## config.mk

```make
export PLATFORM = sky130hd
export DESIGN_NAME = ubt_top
export DESIGN_NICKNAME = d
export VERILOG_FILES = /design/src/core/ubt_pkg.sv /design/src/core/ubt_top.sv
export SDC_FILE = /design/constraint.sdc
export NUM_CORES = 1
export LEC_CHECK = 0
export BUFFER_PORTS_ARGS = -buffer_cell sky130_fd_sc_hd__buf_2
export CAP_MARGIN = 20
export CORE_MARGIN = 2
export CORE_UTILIZATION = 55
export CTS_BUF_LIST = sky130_fd_sc_hd__clkbuf_8 sky130_fd_sc_hd__clkbuf_16
export DETAILED_ROUTE_END_ITERATION = 6
export PLACE_DENSITY = 0.8
export SYNTH_ARGS = -nofsm -noshare
export SYNTH_HDL_FRONTEND = slang
export SYNTH_SLANG_ARGS = --single-unit
```

## constraint.sdc

```tcl
create_clock -name pclk -period 4.37 [get_ports pclk]
set_input_delay 0.874 -clock pclk [delete_from_list [all_inputs] [get_ports pclk]]
set_output_delay 0.874 -clock pclk [all_outputs]
set_load 0.1 [all_outputs]
```

## src/core/ubt_pkg.sv

```systemverilog
package ubt_pkg;

  // ==========================================================================
  // register map (byte addresses)
  localparam int unsigned ADDR_W = 8;
  localparam logic [ADDR_W-1:0] OFF_BAUD_CTRL  = 8'h00;
  localparam logic [ADDR_W-1:0] OFF_RELOAD_LO  = 8'h04;
  localparam logic [ADDR_W-1:0] OFF_RELOAD_HI  = 8'h08;
  localparam logic [ADDR_W-1:0] OFF_FORMAT     = 8'h0c;
  localparam logic [ADDR_W-1:0] OFF_CTRL_STAT  = 8'h10;
  localparam logic [ADDR_W-1:0] OFF_DATA       = 8'h14;

  // ==========================================================================
  // field positions
  localparam int unsigned BGC_EN_BIT   = 6;
  localparam int unsigned CST_PERR_BIT = 6;
  localparam int unsigned CST_THRE_BIT = 5;
  localparam int unsigned CST_REN_BIT  = 4;
  localparam int unsigned CST_TBX_BIT  = 3;
  localparam int unsigned CST_RBX_BIT  = 2;
  localparam int unsigned CST_TI_BIT   = 1;
  localparam int unsigned CST_RI_BIT   = 0;

  // ==========================================================================
  // encodings and reset values
  localparam logic [1:0]  PS_DIV12 = 2'h0;
  localparam logic [1:0]  PS_DIV4  = 2'h1;
  localparam logic [1:0]  PS_DIV48 = 2'h2;
  localparam logic [1:0]  PS_DIV1  = 2'h3;
  localparam logic [5:0]  DIV_12   = 6'h0c;
  localparam logic [5:0]  DIV_4    = 6'h04;
  localparam logic [5:0]  DIV_48   = 6'h30;
  localparam logic [5:0]  DIV_1    = 6'h01;
  localparam logic [1:0]  PT_ODD   = 2'h0;
  localparam logic [1:0]  PT_EVEN  = 2'h1;
  localparam logic [1:0]  PT_MARK  = 2'h2;
  localparam logic [1:0]  PT_SPACE = 2'h3;
  localparam logic [1:0]  LEN_5    = 2'h0;
  localparam logic [1:0]  LEN_6    = 2'h1;
  localparam logic [1:0]  LEN_7    = 2'h2;
  localparam logic [15:0] TIMER_TOP    = 16'hffff;
  localparam logic [15:0] RELOAD_RST   = 16'h0000;
  localparam logic [2:0]  HALVES_BIT   = 3'h2;
  localparam logic [2:0]  HALVES_SHORT = 3'h2;
  localparam logic [2:0]  HALVES_MID   = 3'h3;
  localparam logic [2:0]  HALVES_LONG  = 3'h4;

  // ==========================================================================
  // types
  typedef struct packed {
    logic       multiproc_enable;
    logic       parity_enable;
    logic [1:0] parity_type_select;
    logic [1:0] char_len;
    logic       extra_bit_enable;
    logic       stop_long;
  } ubt_fmt_t;

  typedef enum logic [4:0] {
    SER_IDLE  = 5'h01,
    SER_START = 5'h02,
    SER_DATA  = 5'h04,
    SER_XTRA  = 5'h08,
    SER_STOP  = 5'h10
  } ubt_ser_st_t;

  // ==========================================================================
  // shared helpers
  function automatic logic [5:0] ps_div(input logic [1:0] sel);
    logic [5:0] d;
    d = DIV_1;
    if (sel == PS_DIV12) begin
      d = DIV_12;
    end else if (sel == PS_DIV4) begin
      d = DIV_4;
    end else if (sel == PS_DIV48) begin
      d = DIV_48;
    end
    return d;
  endfunction

  function automatic logic [2:0] last_bit(input logic [1:0] len);
    return 3'(len) + 3'h4;
  endfunction

  function automatic logic [7:0] len_mask(input logic [1:0] len);
    logic [7:0] m;
    m = 8'hff;
    if (len == LEN_5) begin
      m = 8'h1f;
    end else if (len == LEN_6) begin
      m = 8'h3f;
    end else if (len == LEN_7) begin
      m = 8'h7f;
    end
    return m;
  endfunction

  function automatic logic parity_bit(input logic [7:0] d, input ubt_fmt_t f);
    logic p;
    p = ^(d & len_mask(f.char_len));
    case (f.parity_type_select)
      PT_ODD:  parity_bit = ~p;
      PT_EVEN: parity_bit = p;
      PT_MARK: parity_bit = 1'b1;
      default: parity_bit = 1'b0;
    endcase
  endfunction

  function automatic logic has_slot(input ubt_fmt_t f);
    return f.parity_enable | f.extra_bit_enable;
  endfunction

  function automatic logic [2:0] stop_halves(input ubt_fmt_t f);
    logic [2:0] h;
    h = HALVES_SHORT;
    if (f.stop_long) begin
      // second stop needs 6 to 8 bits
      h = (f.char_len == LEN_5) ? HALVES_MID : HALVES_LONG;
    end
    return h;
  endfunction

endpackage

```

## src/core/ubt_top.sv

```systemverilog
// What this block does
// - 16-bit baud timer, prescale 1/4/12/48
// - port runs only with generator enabled
// - timer counts up, reloads on overflow
// - reload built from high and low bytes
// - rate is clock/(65536-reload)/2/prescale
// - start low, data lsb first, stop high
// - five to eight data bits
// - even, odd, mark or space parity
// - stop one bit, or long
// - two stop bits only for 6-8 bits
// - parity enabled disables extra bit
// - full duplex transmit and receive
// - data write fills holding register
// - idle shifter takes byte at once
// - busy shifter leaves byte held
// - done flag set at stop start
// - extra slot carries software bit
// - parity appended after data
// - flags cleared only by software
// - data reads return received byte
//
// The address map and the APB register port were chosen for this implementation.
`timescale 1ns/10ps
`default_nettype none

module ubt_top (
  input  wire logic                      pclk,
  input  wire logic                      presetn,
  input  wire logic                      psel,
  input  wire logic                      penable,
  input  wire logic                      pwrite,
  input  wire logic [ubt_pkg::ADDR_W-1:0] paddr,
  input  wire logic [31:0]               pwdata,
  output var  logic [31:0]               prdata,
  output var  logic                      pready,
  output var  logic                      pslverr,
  output var  logic                      serial_tx_pin,
  input  wire logic                      serial_rx_pin
);

  // ==========================================================================
  // registers
  logic                  gen_en_q;
  logic [1:0]            baud_prescale_select_q;
  logic [7:0]            baud_reload_low_q;
  logic [7:0]            baud_reload_high_q;
  ubt_pkg::ubt_fmt_t     fmt_q;
  logic                  rx_en_q;
  logic                  tx_extra_bit_value_q;
  logic                  tx_done_flag_q;
  logic                  rx_done_flag_q;
  logic                  parity_err_q;
  logic                  rx_extra_q;
  logic [7:0]            rx_data_q;
  logic [7:0]            hold_q;
  logic                  hold_full_q;
  logic                  pready_q;
  logic                  pslverr_q;
  logic [31:0]           prdata_q;
  logic [5:0]            pre_q;
  logic [15:0]           tmr_q;
  ubt_pkg::ubt_ser_st_t  tx_st_q;
  logic [2:0]            tx_hc_q;
  logic [2:0]            tx_bi_q;
  logic [7:0]            tx_sh_q;
  logic                  tx_xbit_q;
  logic                  tx_q;
  ubt_pkg::ubt_ser_st_t  rx_st_q;
  logic                  rx_hc_q;
  logic [2:0]            rx_bi_q;
  logic [7:0]            rx_sh_q;
  logic                  rx_xbit_q;
  logic                  rx_s1_q;
  logic                  rx_s2_q;

  logic [15:0]           reload;
  logic                  pre_tick;
  logic                  half_tick;
  logic                  acc;
  logic                  wr;
  logic                  mapped;
  logic [31:0]           rd_word;
  logic                  tx_load;
  logic                  tx_enter_stop;
  logic                  rx_store;
  logic [2:0]            tx_hc_nx;

  // ==========================================================================
  // apb slave: one wait state, access completes on the second access edge
  assign acc = psel & penable & pready_q;
  assign wr  = acc & pwrite;

  always_comb begin
    rd_word = 32'h0000_0000;
    mapped  = 1'b1;
    if (paddr == ubt_pkg::OFF_BAUD_CTRL) begin
      rd_word[ubt_pkg::BGC_EN_BIT] = gen_en_q;
      rd_word[1:0]                 = baud_prescale_select_q;
    end else if (paddr == ubt_pkg::OFF_RELOAD_LO) begin
      rd_word[7:0] = baud_reload_low_q;
    end else if (paddr == ubt_pkg::OFF_RELOAD_HI) begin
      rd_word[7:0] = baud_reload_high_q;
    end else if (paddr == ubt_pkg::OFF_FORMAT) begin
      rd_word[7:0] = fmt_q;
    end else if (paddr == ubt_pkg::OFF_CTRL_STAT) begin
      rd_word[ubt_pkg::CST_PERR_BIT] = parity_err_q;
      rd_word[ubt_pkg::CST_THRE_BIT] = ~hold_full_q;
      rd_word[ubt_pkg::CST_REN_BIT]  = rx_en_q;
      rd_word[ubt_pkg::CST_TBX_BIT]  = tx_extra_bit_value_q;
      rd_word[ubt_pkg::CST_RBX_BIT]  = rx_extra_q;
      rd_word[ubt_pkg::CST_TI_BIT]   = tx_done_flag_q;
      rd_word[ubt_pkg::CST_RI_BIT]   = rx_done_flag_q;
    end else if (paddr == ubt_pkg::OFF_DATA) begin
      rd_word[7:0] = rx_data_q;
    end else begin
      mapped = 1'b0;
    end
  end

  always_ff @(posedge pclk or negedge presetn) begin
    if (!presetn) begin
      pready_q  <= 1'b0;
      pslverr_q <= 1'b0;
      prdata_q  <= 32'h0000_0000;
    end else begin
      pready_q  <= psel & penable & ~pready_q;
      pslverr_q <= psel & penable & ~pready_q & ~mapped;
      if (psel & penable & ~pready_q & ~pwrite) begin
        prdata_q <= rd_word;
      end
    end
  end

  assign prdata  = prdata_q;
  assign pready  = pready_q;
  assign pslverr = pslverr_q;

  // configuration writes; unmapped writes are dropped
  always_ff @(posedge pclk or negedge presetn) begin
    if (!presetn) begin
      gen_en_q               <= 1'b0;
      baud_prescale_select_q <= ubt_pkg::PS_DIV12;
      baud_reload_low_q      <= ubt_pkg::RELOAD_RST[7:0];
      baud_reload_high_q     <= ubt_pkg::RELOAD_RST[15:8];
      fmt_q                  <= '0;
      rx_en_q                <= 1'b0;
      tx_extra_bit_value_q   <= 1'b0;
    end else if (wr) begin
      if (paddr == ubt_pkg::OFF_BAUD_CTRL) begin
        gen_en_q               <= pwdata[ubt_pkg::BGC_EN_BIT];
        baud_prescale_select_q <= pwdata[1:0];
      end else if (paddr == ubt_pkg::OFF_RELOAD_LO) begin
        baud_reload_low_q <= pwdata[7:0];
      end else if (paddr == ubt_pkg::OFF_RELOAD_HI) begin
        baud_reload_high_q <= pwdata[7:0];
      end else if (paddr == ubt_pkg::OFF_FORMAT) begin
        fmt_q <= ubt_pkg::ubt_fmt_t'(pwdata[7:0]);
      end else if (paddr == ubt_pkg::OFF_CTRL_STAT) begin
        rx_en_q              <= pwdata[ubt_pkg::CST_REN_BIT];
        tx_extra_bit_value_q <= pwdata[ubt_pkg::CST_TBX_BIT];
      end
    end
  end

  // ==========================================================================
  // status flags: hardware set wins over a software clear in the same cycle
  logic cst_wr;
  assign cst_wr = wr & (paddr == ubt_pkg::OFF_CTRL_STAT);

  always_ff @(posedge pclk or negedge presetn) begin
    if (!presetn) begin
      tx_done_flag_q <= 1'b0;
      rx_done_flag_q <= 1'b0;
      parity_err_q   <= 1'b0;
      rx_extra_q     <= 1'b0;
    end else begin
      tx_done_flag_q <= tx_enter_stop |
                        (cst_wr ? pwdata[ubt_pkg::CST_TI_BIT] : tx_done_flag_q);
      rx_done_flag_q <= (rx_store & ~(fmt_q.multiproc_enable & ~rx_xbit_q)) |
                        (cst_wr ? pwdata[ubt_pkg::CST_RI_BIT] : rx_done_flag_q);
      parity_err_q   <= (rx_store & fmt_q.parity_enable &
                         (rx_xbit_q != ubt_pkg::parity_bit(rx_sh_q, fmt_q))) |
                        (cst_wr ? pwdata[ubt_pkg::CST_PERR_BIT] : parity_err_q);
      if (rx_store) begin
        rx_extra_q <= has_slot_rx() ? rx_xbit_q : rx_s2_q;
      end else if (cst_wr) begin
        rx_extra_q <= pwdata[ubt_pkg::CST_RBX_BIT];
      end
    end
  end

  function automatic logic has_slot_rx();
    return fmt_q.extra_bit_enable & ~fmt_q.parity_enable;
  endfunction

  // ==========================================================================
  // baud generator
  // reload from two bytes
  assign reload   = {baud_reload_high_q, baud_reload_low_q};
  assign pre_tick = gen_en_q & (pre_q == ubt_pkg::ps_div(baud_prescale_select_q) - 6'h01);
  assign half_tick = pre_tick & (tmr_q == ubt_pkg::TIMER_TOP);

  always_ff @(posedge pclk or negedge presetn) begin
    if (!presetn) begin
      pre_q <= 6'h00;
    // a new divide restarts the count, so it never sits past the new limit
    end else if (!gen_en_q || pre_tick || (wr && paddr == ubt_pkg::OFF_BAUD_CTRL)) begin
      pre_q <= 6'h00;
    end else begin
      pre_q <= pre_q + 6'h01;
    end
  end

  always_ff @(posedge pclk or negedge presetn) begin
    if (!presetn) begin
      tmr_q <= ubt_pkg::RELOAD_RST;
    end else if (!gen_en_q || half_tick) begin
      tmr_q <= reload;
    end else if (pre_tick) begin
      tmr_q <= tmr_q + 16'h0001;
    end
  end

  // ==========================================================================
  // transmit holding register
  // idle shifter takes byte
  assign tx_load       = gen_en_q & (tx_st_q == ubt_pkg::SER_IDLE) & hold_full_q;
  assign tx_hc_nx      = tx_hc_q + 3'h1;
  assign tx_enter_stop = half_tick & (tx_hc_nx == ubt_pkg::HALVES_BIT) &
                         (((tx_st_q == ubt_pkg::SER_DATA) &
                           (tx_bi_q == ubt_pkg::last_bit(fmt_q.char_len)) &
                           ~ubt_pkg::has_slot(fmt_q)) |
                          (tx_st_q == ubt_pkg::SER_XTRA));

  always_ff @(posedge pclk or negedge presetn) begin
    if (!presetn) begin
      hold_q      <= 8'h00;
      hold_full_q <= 1'b0;
    end else if (wr && paddr == ubt_pkg::OFF_DATA) begin
      hold_q      <= pwdata[7:0];
      hold_full_q <= 1'b1;
    end else if (tx_load) begin
      hold_full_q <= 1'b0;
    end
  end

  // ==========================================================================
  // transmit shifter, timed in half-bit ticks so 1.5 stop bits fall out
  // disabled generator halts port
  always_ff @(posedge pclk or negedge presetn) begin
    if (!presetn) begin
      tx_st_q   <= ubt_pkg::SER_IDLE;
      tx_hc_q   <= 3'h0;
      tx_bi_q   <= 3'h0;
      tx_sh_q   <= 8'h00;
      tx_xbit_q <= 1'b0;
      tx_q      <= 1'b1;
    end else if (!gen_en_q) begin
      tx_st_q <= ubt_pkg::SER_IDLE;
      tx_q    <= 1'b1;
    end else begin
      case (tx_st_q)
        ubt_pkg::SER_IDLE: begin
          tx_q <= 1'b1;
          if (tx_load) begin
            tx_sh_q   <= hold_q;
            tx_xbit_q <= fmt_q.parity_enable ? ubt_pkg::parity_bit(hold_q, fmt_q)
                                             : tx_extra_bit_value_q;
            tx_hc_q   <= 3'h0;
            tx_q      <= 1'b0;
            tx_st_q   <= ubt_pkg::SER_START;
          end
        end
        ubt_pkg::SER_START: begin
          if (half_tick) begin
            tx_hc_q <= tx_hc_nx;
            if (tx_hc_nx == ubt_pkg::HALVES_BIT) begin
              tx_hc_q <= 3'h0;
              tx_bi_q <= 3'h0;
              tx_q    <= tx_sh_q[0];
              tx_st_q <= ubt_pkg::SER_DATA;
            end
          end
        end
        ubt_pkg::SER_DATA: begin
          if (half_tick) begin
            tx_hc_q <= tx_hc_nx;
            if (tx_hc_nx == ubt_pkg::HALVES_BIT) begin
              tx_hc_q <= 3'h0;
              if (tx_bi_q != ubt_pkg::last_bit(fmt_q.char_len)) begin
                tx_bi_q <= tx_bi_q + 3'h1;
                tx_sh_q <= tx_sh_q >> 1;
                tx_q    <= tx_sh_q[1];
              end else if (ubt_pkg::has_slot(fmt_q)) begin
                tx_q    <= tx_xbit_q;
                tx_st_q <= ubt_pkg::SER_XTRA;
              end else begin
                tx_q    <= 1'b1;
                tx_st_q <= ubt_pkg::SER_STOP;
              end
            end
          end
        end
        ubt_pkg::SER_XTRA: begin
          if (half_tick) begin
            tx_hc_q <= tx_hc_nx;
            if (tx_hc_nx == ubt_pkg::HALVES_BIT) begin
              tx_hc_q <= 3'h0;
              tx_q    <= 1'b1;
              tx_st_q <= ubt_pkg::SER_STOP;
            end
          end
        end
        default: begin
          if (half_tick) begin
            tx_hc_q <= tx_hc_nx;
            if (tx_hc_nx == ubt_pkg::stop_halves(fmt_q)) begin
              tx_hc_q <= 3'h0;
              tx_st_q <= ubt_pkg::SER_IDLE;
            end
          end
        end
      endcase
    end
  end

  assign serial_tx_pin = tx_q;

  // ==========================================================================
  // receiver: one byte deep, sampled on half-bit ticks, runs beside transmit
  always_ff @(posedge pclk or negedge presetn) begin
    if (!presetn) begin
      rx_s1_q <= 1'b1;
      rx_s2_q <= 1'b1;
    end else begin
      rx_s1_q <= serial_rx_pin;
      rx_s2_q <= rx_s1_q;
    end
  end

  // framing errors are dropped silently; stop must read high to store
  assign rx_store = half_tick & (rx_st_q == ubt_pkg::SER_STOP) & rx_hc_q & rx_s2_q;

  always_ff @(posedge pclk or negedge presetn) begin
    if (!presetn) begin
      rx_st_q   <= ubt_pkg::SER_IDLE;
      rx_hc_q   <= 1'b0;
      rx_bi_q   <= 3'h0;
      rx_sh_q   <= 8'h00;
      rx_xbit_q <= 1'b0;
      rx_data_q <= 8'h00;
    end else if (!gen_en_q || !rx_en_q) begin
      rx_st_q <= ubt_pkg::SER_IDLE;
    end else if (half_tick) begin
      rx_hc_q <= ~rx_hc_q;
      case (rx_st_q)
        ubt_pkg::SER_IDLE: begin
          rx_hc_q <= 1'b0;
          if (!rx_s2_q) begin
            rx_st_q <= ubt_pkg::SER_START;
          end
        end
        ubt_pkg::SER_START: begin
          rx_hc_q <= 1'b0;
          rx_bi_q <= 3'h0;
          rx_sh_q <= 8'h00;
          rx_st_q <= rx_s2_q ? ubt_pkg::SER_IDLE : ubt_pkg::SER_DATA;
        end
        ubt_pkg::SER_DATA: begin
          if (rx_hc_q) begin
            rx_sh_q[rx_bi_q] <= rx_s2_q;
            rx_bi_q          <= rx_bi_q + 3'h1;
            if (rx_bi_q == ubt_pkg::last_bit(fmt_q.char_len)) begin
              rx_st_q <= ubt_pkg::has_slot(fmt_q) ? ubt_pkg::SER_XTRA : ubt_pkg::SER_STOP;
            end
          end
        end
        ubt_pkg::SER_XTRA: begin
          if (rx_hc_q) begin
            rx_xbit_q <= rx_s2_q;
            rx_st_q   <= ubt_pkg::SER_STOP;
          end
        end
        default: begin
          if (rx_hc_q) begin
            if (rx_s2_q) begin
              rx_data_q <= rx_sh_q;
            end
            rx_st_q <= ubt_pkg::SER_IDLE;
          end
        end
      endcase
    end
  end
endmodule

`default_nettype wire

```

Word-level counts from Yosys, hierarchy flattened
Cells that the tools add are included.
{"block": "totals", "wordCells": 290, "in_bits": 46, "ff_bits": 123}
{"block": "op_classes", "eq_ne": 51, "muxes": 102, "reduce_logical": 44, "bitwise": 47, "order_cmp": 2, "addsub": 7}
{"cell": "$mux W8", "count": 15}
{"cell": "$mux W5", "count": 19}
{"cell": "$mux W3", "count": 17}
{"cell": "$pmux W5 S4", "count": 2}
{"cell": "$ne A3 B3 Y1 const B", "count": 12}
{"cell": "$mux W16", "count": 2}
{"cell": "$pmux W8 S2", "count": 2}
{"cell": "$mux W1", "count": 30}
{"cell": "$mux W6", "count": 4}
{"cell": "$and A1 B1 Y1", "count": 23}
{"cell": "$pmux W3 S2", "count": 3}
{"cell": "$reduce_and A6 Y1", "count": 3}
{"cell": "$not A1 Y1", "count": 17}
{"cell": "$add A16 B1 Y16 const B", "count": 1}
{"cell": "$and A8 B8 Y8", "count": 2}
{"cell": "$eq A16 B16 Y1 const B", "count": 1}
{"cell": "$eq A8 B4 Y1 const B", "count": 2}
{"cell": "$eq A8 B5 Y1 const B", "count": 2}
{"cell": "$reduce_and A4 Y1", "count": 4}
{"cell": "$reduce_bool A2 Y1", "count": 8}
{"cell": "$reduce_xor A8 Y1", "count": 2}
{"cell": "$reduce_and A7 Y1", "count": 2}
{"cell": "$ne A2 B2 Y1 const B", "count": 6}
{"cell": "$eq A5 B1 Y1 const B", "count": 2}
{"cell": "43 further kinds", "count": 72}

Logic depth before layout (Yosys ltp)
{"block": "logic_depth", "ltp_word": 16, "depth_mapped": 9, "mapped_depth_nobuf": 8}

Least setup slack after synthesis
Ideal clock, no wire load.
{"block": "synth_path", "path_kind": "input to register", "startpoint": "input paddr[4] (netlist name)", "endpoint": "register fmt_q[2] (netlist name)", "setup_slack_ps": 1769, "cell_stages": 6, "arrival_time_ps": 2476, "required_ps": 4245, "cell_sequence": "or4_4 -> nor3_2 -> nand2_1 -> nor3_2 -> buf_4 -> mux2_2"}
{"block": "synth_via", "elab_chain_len": 3, "word_cells_on_any_way": 8, "classes_between": "eq/ne (3); bitwise (3); reduce/logical (2)"}
{"element": "start: declaration", "line_no": "ubt_top.sv:33", "text": "input wire logic [ubt_pkg::ADDR_W-1:0] paddr,"}
{"element": "$eq A8 B4 Y1, or another cell as far along", "line_no": "ubt_top.sv:155", "text": "end else if (paddr == ubt_pkg::OFF_RELOAD_HI) begin"}
{"element": "$not A1 Y1 (no line)"}
{"element": "$reduce_and A5 Y1 (no line) *"}
{"element": "end signal: assignment", "line_no": "ubt_top.sv:158", "text": "fmt_q <= ubt_pkg::ubt_fmt_t'(pwdata[7:0]);"}
{"element": "end: declaration", "line_no": "ubt_top.sv:48", "text": "ubt_pkg::ubt_fmt_t fmt_q;"}
Mark *: on every way between the ends. The rest lies on a longest branch, timed or not.
A chain may end at the register's enable or synchronous reset.

Final worst setup path
{"block": "layout_path", "startpoint": "register tmr_q[0]", "endpoint": "register tx_bi_q[0]"}
{"block": "layout_via", "elab_chain_len": 4, "word_cells_on_any_way": 5, "classes_between": "eq/ne (3); bitwise (1); reduce/logical (1)"}
{"element": "start: declaration", "line_no": "ubt_top.sv:62", "text": "logic [15:0] tmr_q;"}
{"element": "start signal: assignment", "line_no": "ubt_top.sv:217", "text": "tmr_q <= ubt_pkg::RELOAD_RST;"}
{"element": "start signal: assignment", "line_no": "ubt_top.sv:219", "text": "tmr_q <= reload;"}
{"element": "start signal: assignment", "line_no": "ubt_top.sv:221", "text": "tmr_q <= tmr_q + 16'h0001;"}
{"element": "$eq A16 B16 Y1 *", "line_no": "ubt_top.sv:202", "text": "assign half_tick = pre_tick & (tmr_q == ubt_pkg::TIMER_TOP);"}
{"element": "$and A1 B1 Y1 *", "line_no": "ubt_top.sv:202"}
{"element": "$ne A2 B2 Y1 (no line)"}
{"element": "$reduce_and A7 Y1 (no line) *"}
{"element": "end signal: assignment", "line_no": "ubt_top.sv:292", "text": "tx_bi_q <= tx_bi_q + 3'h1;"}
{"element": "end: declaration", "line_no": "ubt_top.sv:65", "text": "logic [2:0] tx_bi_q;"}
Marked as above.

==> flow_metrics.tcl <==
set metrics [dict create \
    hold_viol 0 \
    first_global_vias 5387 \
    layout.cells.non_filler 903 \
    yosys_most_used_dff "dfrtp_1" \
    clock_sinks 123 \
    finalSetupViolCount 0 \
    synthToLayoutAreaGrowth_pct 12.4 \
    ys_warn_count 0 \
    p_leak_uw 0.00342 \
    grt_pass1_wl_um 26800 \
    max_freq_ghz 0.344 \
    fp.dieW_um 116 \
    vias_per_cell 6.10 \
    gp_congestion 0.920 \
    skew_ns 0.00699 \
    yosys.cell_types.count 76 \
    ys_async_sr_fraction_pct 100 \
    hpwl_um 11300 \
    wirelength_um 16600 \
    maxSlewViolCount 0 \
    arrival_ns 3.20 \
    synth_fa_ha_area_share_pct 1.08 \
    fillers 964 \
    dr.pass1.iters 5 \
    synthMostInstantiatedCell "dfrtp_1" \
    antenna_cells 0 \
    num_vias 5512 \
    final.setup.tns_ns 0 \
    wire_per_inst_um 18.4 \
    clock_latency_ns 0.42 \
    dp.cells 870 \
    synth_common_cells "118 x dfrtp_1, 65 x nand2_1, 54 x nor2_1" \
    status "finished clean" \
    synth-simple-area-share_pct 18.3 \
    yosys.area.top_type "dfrtp_1" \
    cts_buffers 17 \
    drt_iter0_drc 445 \
    min_period_ns 2.91 \
    die-area_mm2 0.0135 \
    max-cap-violations 0 \
    crit_fanout 9 \
    tightest_slew_ns 0.811 \
    grt_max_degree 79 \
    synth_area_mm2 0.00694 \
    synth_edf_count 0 \
    postLayoutCoreUtil_pct 62.6 \
    drcViolationCount 0 \
    cts_hold_buf 0 \
    synth_compound_area_share_pct 13.8 \
    timing.final.crit_share_pct 66.6 \
    synth_area_leaders "dfrtp_1 43%, mux2_2 7.5%, mux2i_1 4.2%" \
    crit_path_end_kind "register" \
    crit_required_ns 4.66 \
    postRouteAntennaNets 0 \
    drive_gt1_share_pct 20.0 \
    ys_ff_latch 123 \
    grt.total_usage_pct 26.1 \
    htreeDepth 4 \
    post_cts_buffers 0 \
    fp-row-count 41 \
    nNetsFinal 770 \
    worst-setup-path-type "reg2reg" \
    hold_ws_ns 0.287 \
    clk_path_buf_depth 2 \
    path_clk_slew_ns 0.06 \
    synth_cells 694 \
    avgSynthCellArea_um2 10.0 \
    synth_top_area_share_pct 42.5 \
    start_util_pct 55.7 \
    synth_xor_area_share_pct 4.81 \
    portBuffers 32 \
    synth_mux_area_share_pct 11.6 \
    ys_seq_area_share_pct 44.4 \
    startpoint_type "register" \
    hold_class "in2async" \
    core_mm2 0.0125 \
    ir_drop_mv 0.380 \
    antenna_found_initial 0 \
    cts-root-buf "clkbuf_16" \
    powerDensity_mw_per_mm2 396 \
    synth_top_family_by_area "simple AND/OR/NAND/NOR gates" \
    cts_tree "done" \
    max_slew_margin_pct 45.7 \
    rsz0062_at_grt "false" \
    overflow 0 \
    cts-resized-gates 0 \
    io_pins 81 \
    die_h_um 116 \
]
[stage by stage]
step / cell area, µm² / worst slack, ns / total power (µW)
6_report: 7800 / 1.46 / 3090
5_1_grt: 7800 / 1.37 / 3170
4_1_cts: 7770 / 1.51 / 3090
3_5_place_dp: 7100 / 1.12 / 1500
3_3_place_gp: 7100 / 1.13 / 1500
2_1_floorplan: 7030 / 1.77 / 1450
[metal layers]
metal  GRT usage [%]  vias up  share of wire, %
met5               0        -                 0
met4            12.6        0               3.2
met3            6.28       57               7.1
met2            41.4      241                50
met1            33.7     2712                40
li1                -     2502                 -
[final timing paths]
| path | slack, ns | start | cells past startpoint | to |
|---|---|---|---|---|
| hold reg to reg | 0.36 | rx_s1_q | 0 | rx_s2_q |
| setup reg to reg | 1.46 | tmr_q[0] | 7 | tx_bi_q[0] |
| max in group asynchronous | 3.06 | presetn | 3 | rx_s2_q |
| setup / recovery | 1.46 | tmr_q[0] | 7 | tx_bi_q[0] |
| hold / removal | 0.29 | presetn | 1 | tx_st_q[4] |
| min in group pclk | 0.36 | rx_s1_q | 0 | rx_s2_q |
[cell families (layout without fill, tap and decap cells)]
family          after synthesis  count (layout)
mux                          75              75
simple gates                234             234
xor+xnor                     35              35
flops                       123             123
compound gates              146             146
fa+ha+maj                     6               6
buf+inv                      74              88
other cells                   1              24
[final cells by class]
class	instances	area, µm²	share of cell area [%]
clock buffer	17	425	5.45
sequential	123	3080	39.5
clock inverter	15	246	3.16
tap	172	215	2.76
multi-input combinational	520	3540	45.3
inverter	18	67.6	0.866
timing repair buffer	38	228	2.92
[placed cells by master, fill, tap and decap left out, types with 6 or more instances in the layout]
cell / instances
a21oi_1: 34
a22o_1: 6
a31oi_1: 11
and2_1: 7
and3_1: 7
buf_2: 31
buf_4: 6
bufinv_16: 6
clkbuf_16: 17
conb_1: 24
dfrtp_1: 118
ha_1: 6
inv_1: 18
mux2_2: 46
mux2i_1: 29
nand2_1: 65
nand2b_1: 9
nand3_1: 23
nand4_1: 13
nor2_1: 54
nor3_1: 14
o21ai_0: 41
o22ai_1: 6
o31ai_1: 6
xnor2_1: 21
xor2_1: 12
[flip-flops by register name, summed over array words and instances, names as in the netlist, 2 cells and up]
name	cells
tmr_q	16
baud_reload_high_q	8
baud_reload_low_q	8
fmt_q	8
hold_q	8
prdata	8
rx_data_q	8
rx_sh_q	8
tx_sh_q	8
pre_q	6
rx_st_q	5
tx_st_q	5
rx_bi_q	3
tx_bi_q	3
tx_hc_q	3
baud_prescale_select_q	2
[critical path, cell delays in order (launching register included)]
cell and delay [ns]:
dfrtp_1 0.45, ha_1 0.25, nand3_1 0.11, nor2_1 0.38
nand3_1 0.56, or4_1 0.70, o21ai_0 0.21, o21ai_1 0.11
[where the power goes]
group	internal (µW)	total (µW)	switching (µW)
registers	1160	1180	16.8
logic	42.4	306	263
clock network	1070	1600	532
(Power assumes the default switching activity.)
